### src/verilog/nvw_pkg.sv
package nvw_pkg;

    // ------------------------------------------------------------
    // Register offsets (choice of this block)
    // ------------------------------------------------------------
    localparam logic [2:0] OFF_CONTROL   = 3'h0;
    localparam logic [2:0] OFF_UNLOCK    = 3'h1;
    localparam logic [2:0] OFF_ADDR_LOW  = 3'h2;
    localparam logic [2:0] OFF_ADDR_HIGH = 3'h3;
    localparam logic [2:0] OFF_DATA_LOW  = 3'h4;
    localparam logic [2:0] OFF_DATA_HIGH = 3'h5;
    localparam logic [2:0] OFF_IRQ_EN    = 3'h6;
    localparam logic [2:0] OFF_IRQ_FLAG  = 3'h7;

    // ------------------------------------------------------------
    // Field positions
    // ------------------------------------------------------------
    localparam int CTL_SPACE_BIT = 7;
    localparam int CTL_ABORT_BIT = 3;
    localparam int CTL_GATE_BIT  = 2;
    localparam int CTL_WR_BIT    = 1;
    localparam int CTL_RD_BIT    = 0;
    localparam int IRQ_DONE_BIT  = 7;

    localparam logic [7:0] ADDR_HIGH_MASK = 8'h0f;
    localparam logic [7:0] DATA_HIGH_MASK = 8'h3f;
    localparam logic [7:0] UNLOCK_FIRST   = 8'h55;
    localparam logic [7:0] UNLOCK_SECOND  = 8'haa;
    localparam logic [7:0] RESET_BYTE     = 8'h00;

    // ------------------------------------------------------------
    // Timing
    // ------------------------------------------------------------
    localparam int CLK_HZ        = 40_000_000;
    localparam int WRITE_TIME_NS = 5000;
    localparam int WRITE_CYCLES  = (WRITE_TIME_NS * (CLK_HZ / 1_000_000) + 999) / 1000;
    localparam int CNT_W         = 8;

    // ------------------------------------------------------------
    // Memory geometry
    // ------------------------------------------------------------
    localparam int DATA_DEPTH = 256;
    localparam int PROG_DEPTH = 16;

    typedef enum logic [2:0] {
        NVW_IDLE  = 3'b001,
        NVW_KEY1  = 3'b010,
        NVW_ARMED = 3'b100
    } nvw_unlock_t;

    typedef struct packed {
        logic       wr;
        logic       rd;
        logic [2:0] addr;
        logic [7:0] wdata;
    } nvw_bus_req_t;

    typedef struct packed {
        logic       req;
        logic       is_write;
        logic [7:0] addr;
        logic [7:0] wdata;
    } nvw_mem_req_t;

endpackage

### src/verilog/nvw_store.sv
module nvw_store (
    input  wire logic                 clk,
    input  wire logic                 rst_b,
    input  wire nvw_pkg::nvw_mem_req_t mreq,
    output logic [7:0]                rdata
);
    // ------------------------------------------------------------
    // Data memory cells, flip-flops indexed by address
    // ------------------------------------------------------------
    logic [7:0] cell_reg [nvw_pkg::DATA_DEPTH];

    genvar gi;
    generate
        for (gi = 0; gi < nvw_pkg::DATA_DEPTH; gi++) begin : g_cell
            always_ff @(posedge clk or negedge rst_b) begin
                if (!rst_b) begin
                    cell_reg[gi] <= nvw_pkg::RESET_BYTE;
                end else if (mreq.req && mreq.is_write && mreq.addr == 8'(gi)) begin
                    cell_reg[gi] <= mreq.wdata;
                end
            end
        end
    endgenerate

    assign rdata = cell_reg[mreq.addr];
endmodule

### src/verilog/nvw_ctrl.sv
// Added by the designer: the register addresses and the address-and-strobe port.
module nvw_ctrl (
    input  wire logic                 clk,
    input  wire logic                 rst_b,
    input  wire nvw_pkg::nvw_bus_req_t bus,
    output logic [7:0]                rdata,
    output logic [11:0]               prog_addr,
    output logic                      prog_fetch,
    input  wire logic [13:0]          prog_word,
    output logic                      slot_skip,
    output logic                      done_irq
);
    // ------------------------------------------------------------
    // State
    // ------------------------------------------------------------
    typedef struct packed {
        logic                      space;
        logic                      abort;
        logic                      gate;
        logic                      wr;
        logic                      rd;
        logic [7:0]                addr_lo;
        logic [7:0]                addr_hi;
        logic [7:0]                data_lo;
        logic [7:0]                data_hi;
        logic [7:0]                irq_en;
        logic [7:0]                irq_flag;
        nvw_pkg::nvw_unlock_t      unlock;
        logic [nvw_pkg::CNT_W-1:0] wcnt;
        logic                      pend;
        logic                      fetch;
        logic                      skip;
        logic                      irq;
        logic [7:0]                rdata;
    } nvw_state_t;

    nvw_state_t          st_reg;
    nvw_state_t          st_next;
    logic [7:0]          mem_rdata;
    nvw_pkg::nvw_mem_req_t mreq;

    nvw_store u_store (
        .clk   (clk),
        .rst_b (rst_b),
        .mreq  (mreq),
        .rdata (mem_rdata)
    );

    always_comb begin
        logic [7:0] ctl;
        logic       rd_now;
        ctl    = {st_reg.space, 3'h0, st_reg.abort, st_reg.gate, st_reg.wr, st_reg.rd};
        rd_now = 1'b0;
        st_next = st_reg;
        st_next.fetch = 1'b0;
        st_next.skip  = 1'b0;
        mreq = '0;

        // --------------------------------------------------------
        // Register writes
        // --------------------------------------------------------
        if (bus.wr) begin
            case (bus.addr)
                nvw_pkg::OFF_CONTROL: begin
                    st_next.space = bus.wdata[nvw_pkg::CTL_SPACE_BIT];
                    st_next.abort = bus.wdata[nvw_pkg::CTL_ABORT_BIT];
                    st_next.gate  = bus.wdata[nvw_pkg::CTL_GATE_BIT];
                    // Strobe only taken on the first control write after both keys, with no read between
                    if (bus.wdata[nvw_pkg::CTL_WR_BIT] && !st_reg.wr &&
                        bus.wdata[nvw_pkg::CTL_GATE_BIT] &&
                        !bus.wdata[nvw_pkg::CTL_SPACE_BIT] &&
                        st_reg.unlock == nvw_pkg::NVW_ARMED) begin
                        st_next.wr   = 1'b1;
                        st_next.wcnt = nvw_pkg::CNT_W'(nvw_pkg::WRITE_CYCLES);
                    end
                    if (bus.wdata[nvw_pkg::CTL_RD_BIT] && !st_reg.wr) begin
                        rd_now = 1'b1;
                    end
                    st_next.unlock = nvw_pkg::NVW_IDLE;
                end
                nvw_pkg::OFF_UNLOCK: begin
                    if (bus.wdata == nvw_pkg::UNLOCK_FIRST) begin
                        st_next.unlock = nvw_pkg::NVW_KEY1;
                    end else if (bus.wdata == nvw_pkg::UNLOCK_SECOND &&
                                 st_reg.unlock == nvw_pkg::NVW_KEY1) begin
                        st_next.unlock = nvw_pkg::NVW_ARMED;
                    end else begin
                        st_next.unlock = nvw_pkg::NVW_IDLE;
                    end
                end
                nvw_pkg::OFF_ADDR_LOW:  st_next.addr_lo = bus.wdata;
                nvw_pkg::OFF_ADDR_HIGH: st_next.addr_hi = bus.wdata & nvw_pkg::ADDR_HIGH_MASK;
                nvw_pkg::OFF_DATA_LOW:  st_next.data_lo = bus.wdata;
                nvw_pkg::OFF_DATA_HIGH: st_next.data_hi = bus.wdata & nvw_pkg::DATA_HIGH_MASK;
                nvw_pkg::OFF_IRQ_EN:    st_next.irq_en  = bus.wdata;
                nvw_pkg::OFF_IRQ_FLAG:  st_next.irq_flag = bus.wdata;
                default: begin
                end
            endcase
        end else if (bus.rd) begin
            // A read between keys breaks the sequence, as does a control write; writes to the other registers do not
            st_next.unlock = nvw_pkg::NVW_IDLE;
        end

        // --------------------------------------------------------
        // Reads of the memories
        // --------------------------------------------------------
        if (rd_now) begin
            if (bus.wdata[nvw_pkg::CTL_SPACE_BIT]) begin
                st_next.fetch = 1'b1;
                st_next.rd    = 1'b1;
            end else begin
                mreq.addr       = st_next.addr_lo;
                st_next.data_lo = mem_rdata;
            end
        end
        if (st_reg.fetch) begin
            st_next.data_lo = prog_word[7:0];
            st_next.data_hi = {2'h0, prog_word[13:8]};
            st_next.rd      = 1'b0;
            st_next.skip    = 1'b1;
        end

        // --------------------------------------------------------
        // Write cycle, address and data taken from the registers at count end; gate changes do not matter
        // --------------------------------------------------------
        if (st_reg.wr) begin
            if (st_reg.wcnt == '0) begin
                mreq.req      = 1'b1;
                mreq.is_write = 1'b1;
                mreq.addr     = st_reg.addr_lo;
                mreq.wdata    = st_reg.data_lo;
                st_next.wr    = 1'b0;
                st_next.irq_flag[nvw_pkg::IRQ_DONE_BIT] = 1'b1;
                st_next.abort = 1'b0;
            end else begin
                st_next.wcnt = st_reg.wcnt - 1'b1;
            end
        end

        st_next.irq = |(st_next.irq_flag & st_next.irq_en);

        // --------------------------------------------------------
        // Read data, one cycle later
        // --------------------------------------------------------
        st_next.rdata = '0;
        if (bus.rd) begin
            case (bus.addr)
                nvw_pkg::OFF_CONTROL:   st_next.rdata = ctl;
                nvw_pkg::OFF_UNLOCK:    st_next.rdata = '0;
                nvw_pkg::OFF_ADDR_LOW:  st_next.rdata = st_reg.addr_lo;
                nvw_pkg::OFF_ADDR_HIGH: st_next.rdata = st_reg.addr_hi;
                nvw_pkg::OFF_DATA_LOW:  st_next.rdata = st_reg.data_lo;
                nvw_pkg::OFF_DATA_HIGH: st_next.rdata = st_reg.data_hi;
                nvw_pkg::OFF_IRQ_EN:    st_next.rdata = st_reg.irq_en;
                nvw_pkg::OFF_IRQ_FLAG:  st_next.rdata = st_reg.irq_flag;
                default:                st_next.rdata = '0;
            endcase
        end
    end

    always_ff @(posedge clk or negedge rst_b) begin
        if (!rst_b) begin
            st_reg        <= '0;
            st_reg.unlock <= nvw_pkg::NVW_IDLE;
        end else begin
            st_reg <= st_next;
        end
    end

    assign rdata      = st_reg.rdata;
    assign prog_addr  = {st_reg.addr_hi[3:0], st_reg.addr_lo};
    assign prog_fetch = st_reg.fetch;
    assign slot_skip  = st_reg.skip;
    assign done_irq   = st_reg.irq;
endmodule

### config.mk
export PLATFORM = sky130hd
export DESIGN_NAME = nvw_ctrl
export DESIGN_NICKNAME = d
export VERILOG_FILES = /design/src/verilog/nvw_pkg.sv /design/src/verilog/nvw_store.sv /design/src/verilog/nvw_ctrl.sv
export SDC_FILE = /design/constraint.sdc
export NUM_CORES = 2
export LEC_CHECK = 0
export BUFFER_PORTS_ARGS = -buffer_cell sky130_fd_sc_hd__buf_2
export CAP_MARGIN = 20
export CORE_MARGIN = 2
export CORE_UTILIZATION = 31
export CTS_CLUSTER_SIZE = 16
export DETAILED_ROUTE_END_ITERATION = 10
export GPL_ROUTABILITY_DRIVEN = 0
export HOLD_SLACK_MARGIN = 0.08
export PLACE_DENSITY = 0.52
export SYNTH_ARGS = -nofsm -noshare
export SYNTH_HDL_FRONTEND = slang
export SYNTH_SLANG_ARGS = --single-unit
### constraint.sdc
create_clock -name clk -period 4.1 [get_ports clk]
set_input_delay 0.205 -clock clk [delete_from_list [all_inputs] [get_ports clk]]
set_output_delay 0.205 -clock clk [all_outputs]
set_load 0.02 [all_outputs]
==> results by group <==
Synth
  • Share of synthesized flip-flops with an asynchronous set or reset: 1.00
  • Yosys Warn Count: 0
  • Top flip-flop cell by instance count after synthesis: sky130_fd_sc_hd__dfrtp_1
  • Mapped Cells: ~8600
  • Proportion of synthesized chip area in sequential cells: 0.530
  • Cell area after synthesis: ~100000 µm²
  • Synthesized area per cell: 11.7 µm²
  • Cell type contributing the most total cell area after synthesis: sky130_fd_sc_hd__dfrtp_1
  • Largest cells by area after synthesis: sky130_fd_sc_hd__dfrtp_1, sky130_fd_sc_hd__mux2_2, sky130_fd_sc_hd__nand2_1, sky130_fd_sc_hd__mux2i_1, sky130_fd_sc_hd__nand3_1
  • Area share of the leading cell type in the synthesized netlist: 0.530
  • Synth cell types: just under 80
  • #FFs+latches synth: ~2100
  • Nets in the synthesized netlist: between 8000 and 9000
  • Number of enable flip-flop cells after synthesis: 0

Timing
  • Setup clock skew after layout: just under 0.1 ns
  • Count of final max-slew check failures: 0
  • Final cycle utilization of the critical path: 1.03
  • Normalized max-slew margin: 0.0739
  • Number of endpoints with negative hold slack in the final report: 0
  • Measured slew at the worst slew-check pin: about 1.4 ns
  • Count of endpoints failing setup in the final report: 10
  • Setup repair after global routing missed its margin: true
  • Min cycle time layout: between 4 and 5 ns
  • Max Fclk: roughly 240 MHz
  • Post-route setup slack: -0.142 ns

Floorplan
  • Die Width: 572 µm
  • Die Y: approximately 570 µm
  • IO Pins: 52
  • Full die area: around 330000 µm²
  • Initial core utilization: 0.311
  • Standard-cell row count: 208
  • Placeable Area: about 320000 µm²

Worst setup path
  • Slowest stage delay, CP: between 0.4 and 0.5 ns
  • Number of buffers and inverters on the critical path: 7
  • CP max FO: 33
  • Worst setup path class: flip-flop to flip-flop
  • Kind of capture point of the worst setup path: flip-flop
  • Ordered cell list for the critical path: inv_2 > ha_4 > or4b_4 > nor4_4 > o21ai_4 > buf_12 > buf_12 > buf_4 > buf_12 > mux2i_1 > mux2i_1 > o211ai_1 > buf_4 > o2111ai_1 > buf_4 > a2111o_1 > nor4_2 > nor2_1
  • CP arrival: approximately 5.0 ns
  • Master of the slowest instance on the critical path: sky130_fd_sc_hd__or4b_4
  • Required arrival time at the worst endpoint: between 4 and 5 ns
  • Type of origin of the critical path: flip-flop
  • Largest delay share family, worst path: simple AND/OR/NAND/NOR gates

Layout
  • Post-route cell area: 125000 µm²
  • Fin cells: about 14000
  • Most frequent standard cell in the layout excluding fill and tap cells: sky130_fd_sc_hd__dfrtp_1
  • Layout fillers: roughly 30000
  • Leading cell types in the layout, fill and taps excluded: sky130_fd_sc_hd__dfrtp_1, sky130_fd_sc_hd__mux2_2, sky130_fd_sc_hd__nand2_1, sky130_fd_sc_hd__buf_4, sky130_fd_sc_hd__nand3_1
  • Utilization of the core after routing: 0.388
  • P&R area growth vs syn: 24.6%
  • Nets: 9472
  • Number of flip-flops under the largest register name: roughly 2000
  • Fraction of final layout cells sized beyond drive strength 1: 0.398

Drt
  • Detailed-route vias per instance: around 5.5
  • Detail-routed net length per standard cell: a little under 30 µm
  • Number of iterations in the first detailed-routing pass: 8
  • Detailed Route WL: just over 400000 µm
  • Remaining DRCs: 0
  • Total via count after detailed routing: 77254
  • Starting DRC count in detailed routing: approximately 8400
  • Number of routed nets with antenna violations: 0

Clock network
  • Worst-Skew Late Latency: 0.94 ns
  • Buffer depth of the longest clock path: 4
  • Depth of the CTS H-tree: 4
  • Clk sink count: 2117
  • Number of clock buffers inserted by TritonCTS: approximately 240
  • CTS tree: built
  • Clk Tree Root Cell: sky130_fd_sc_hd__clkbuf_16
  • Clock input transition at the sequential cells of the worst setup and hold paths: ~0.06 ns

Place
  • Half-perimeter wire length after detailed placement: between 200000 and 300000 µm
  • Cell total after placement: around 13000
  • Number of buffer cells added on primary ports: 51
  • Total placed instance area: about 110000 µm²

Global routing
  • Largest net degree at the start of global routing: between 200 and 250
  • Remaining global-route overflow: 0
  • Antenna violations before repair: 26
  • Global-route wire length before repair: about 580000 µm
  • Total global routing track utilization: 0.245
  • Vias in the first global route: a little under 80000

Job
  • MaxCap Viol Count: 0

Worst hold path
  • Path class of the lowest-slack min-delay path: input pin to flip-flop

Power and ir drop
  • Peak supply drop: approximately 0.00035 V
  • Reported leakage power: between 60 and 70 nW
  • Power density cells: between 300 and 400 nW/µm²

Outcome
  • Run status: finished with violations
  • Violated checks: setup timing
## logic make-up (layout without fill, tap and decap cells)
| logic type | Yosys count | after routing | synth area share |
|---|---|---|---|
| AND/OR/NAND/NOR | 2360 | 2360 | 0.102 |
| AO/OA/AOI/OAI | 919 | 919 | 0.0634 |
| other | 0 | 11 | 0 |
| buffers and inverters | 720 | 1792 | 0.0306 |
| flip-flops | 2117 | 2117 | 0.530 |
| adder cells (fa/ha/maj) | 1 | 1 | 0.000125 |
| multiplexers | 2443 | 2443 | 0.274 |
## final cells by class
class / instances / area [µm²] / area share
Timing Repair Buffer: 1326 / 13000 / 0.105
Antenna cell: 11 / 27.5 / 0.000221
Clock inverter: 83 / 1110 / 0.00890
Inverter: 37 / 139 / 0.00112
Multi-Input combinational cell: 5723 / 44900 / 0.360
Clock buffer: 346 / 6920 / 0.0556
Sequential cell: 2117 / 53000 / 0.426
Tap cell: 4305 / 5390 / 0.0433
## Yosys cell counts (all sizes together) (7+ instances only)
library cell and instances:
a2111oi 11, a211o 14, a211oi 105, a21oi 134
a221o 7, a221oi 19, a22o 7, a22oi 19
a311oi 33, a31oi 75, a32o 9, a32oi 44
and2 9, and3 118, buf 288, clkbuf 395
dfrtp 2116, inv 37, mux2 1966, mux2i 443
mux4 34, nand2 1475, nand3 447, nand4 45
nor2 168, nor2b 10, nor3 30, nor4 21
nor4b 9, o2111ai 47, o211a 23, o211ai 82
o21ai 212, o221ai 7, o22ai 12, o31ai 8
## what timing repair did
item                                    4_1_cts  5_1_grt
cloned                                        6        4
hold buffers                                 47        0
endpoints found under the hold margin      1493        0
resized for setup                            84      109
pin swaps                                    26       48
endpoints found under the setup margin       71       61
setup buffers                                29       22
## worst paths after layout
check,from,endpoint,slack (ns),cells past startpoint
setup / recovery,st_reg[12],st_reg[54],-0.14,18
hold / removal,prog_word[11],st_reg[42],0.13,4
setup reg to reg,st_reg[12],st_reg[54],-0.14,18
hold reg to reg,u_store.cell_reg[676],u_store.cell_reg[676],0.48,2
max in group asynchronous,rst_b,u_store.cell_reg[113],1.83,6
min in group asynchronous,rst_b,u_store.cell_reg[2019],0.46,4
## report_power, final
group | total, mW | internal [mW] | switching [mW] | leakage, nW
clock network | 22.2 | 13.0 | 9.17 | 3.96
registers | 21.4 | 21.0 | 0.410 | 29.4
logic | 2.73 | 0.480 | 2.25 | 27.7
total | 46.3 | 34.5 | 11.8 | 61.0
## tightest hold or removal path: stages
cell	delay (ns)
sky130_fd_sc_hd__dlygate4sd3_1	0.52
sky130_fd_sc_hd__buf_2	0.14
sky130_fd_sc_hd__nand2_1	0.06
sky130_fd_sc_hd__o21ai_0	0.06
## through the flow
step / power, mW / setup slack (ns) / hold slack, ns / TNS (ns)
2_1_floorplan: 22.8 / 0.453 / -0.0906 / 0
3_3_place_gp: 24.4 / -1.15 / 0.0848 / -4.82
3_5_place_dp: 24.4 / -0.632 / 0.0873 / -5.18
4_1_cts: 46.6 / -0.0214 / 0.119 / -0.0439
5_1_grt: 47.7 / -0.166 / 0.178 / -1.09
6_report: 46.3 / -0.142 / 0.132 / -0.406
## per-layer routing
layer  up-vias  wire, µm  global-route usage
met5         -       136                   0
met4        14     21800               0.116
met3       819     33600              0.0556
met2      3274    177000               0.367
met1     40694    174000               0.333
li1      32453         -                   -
No activity file was read; power rests on OpenSTA's default activity.
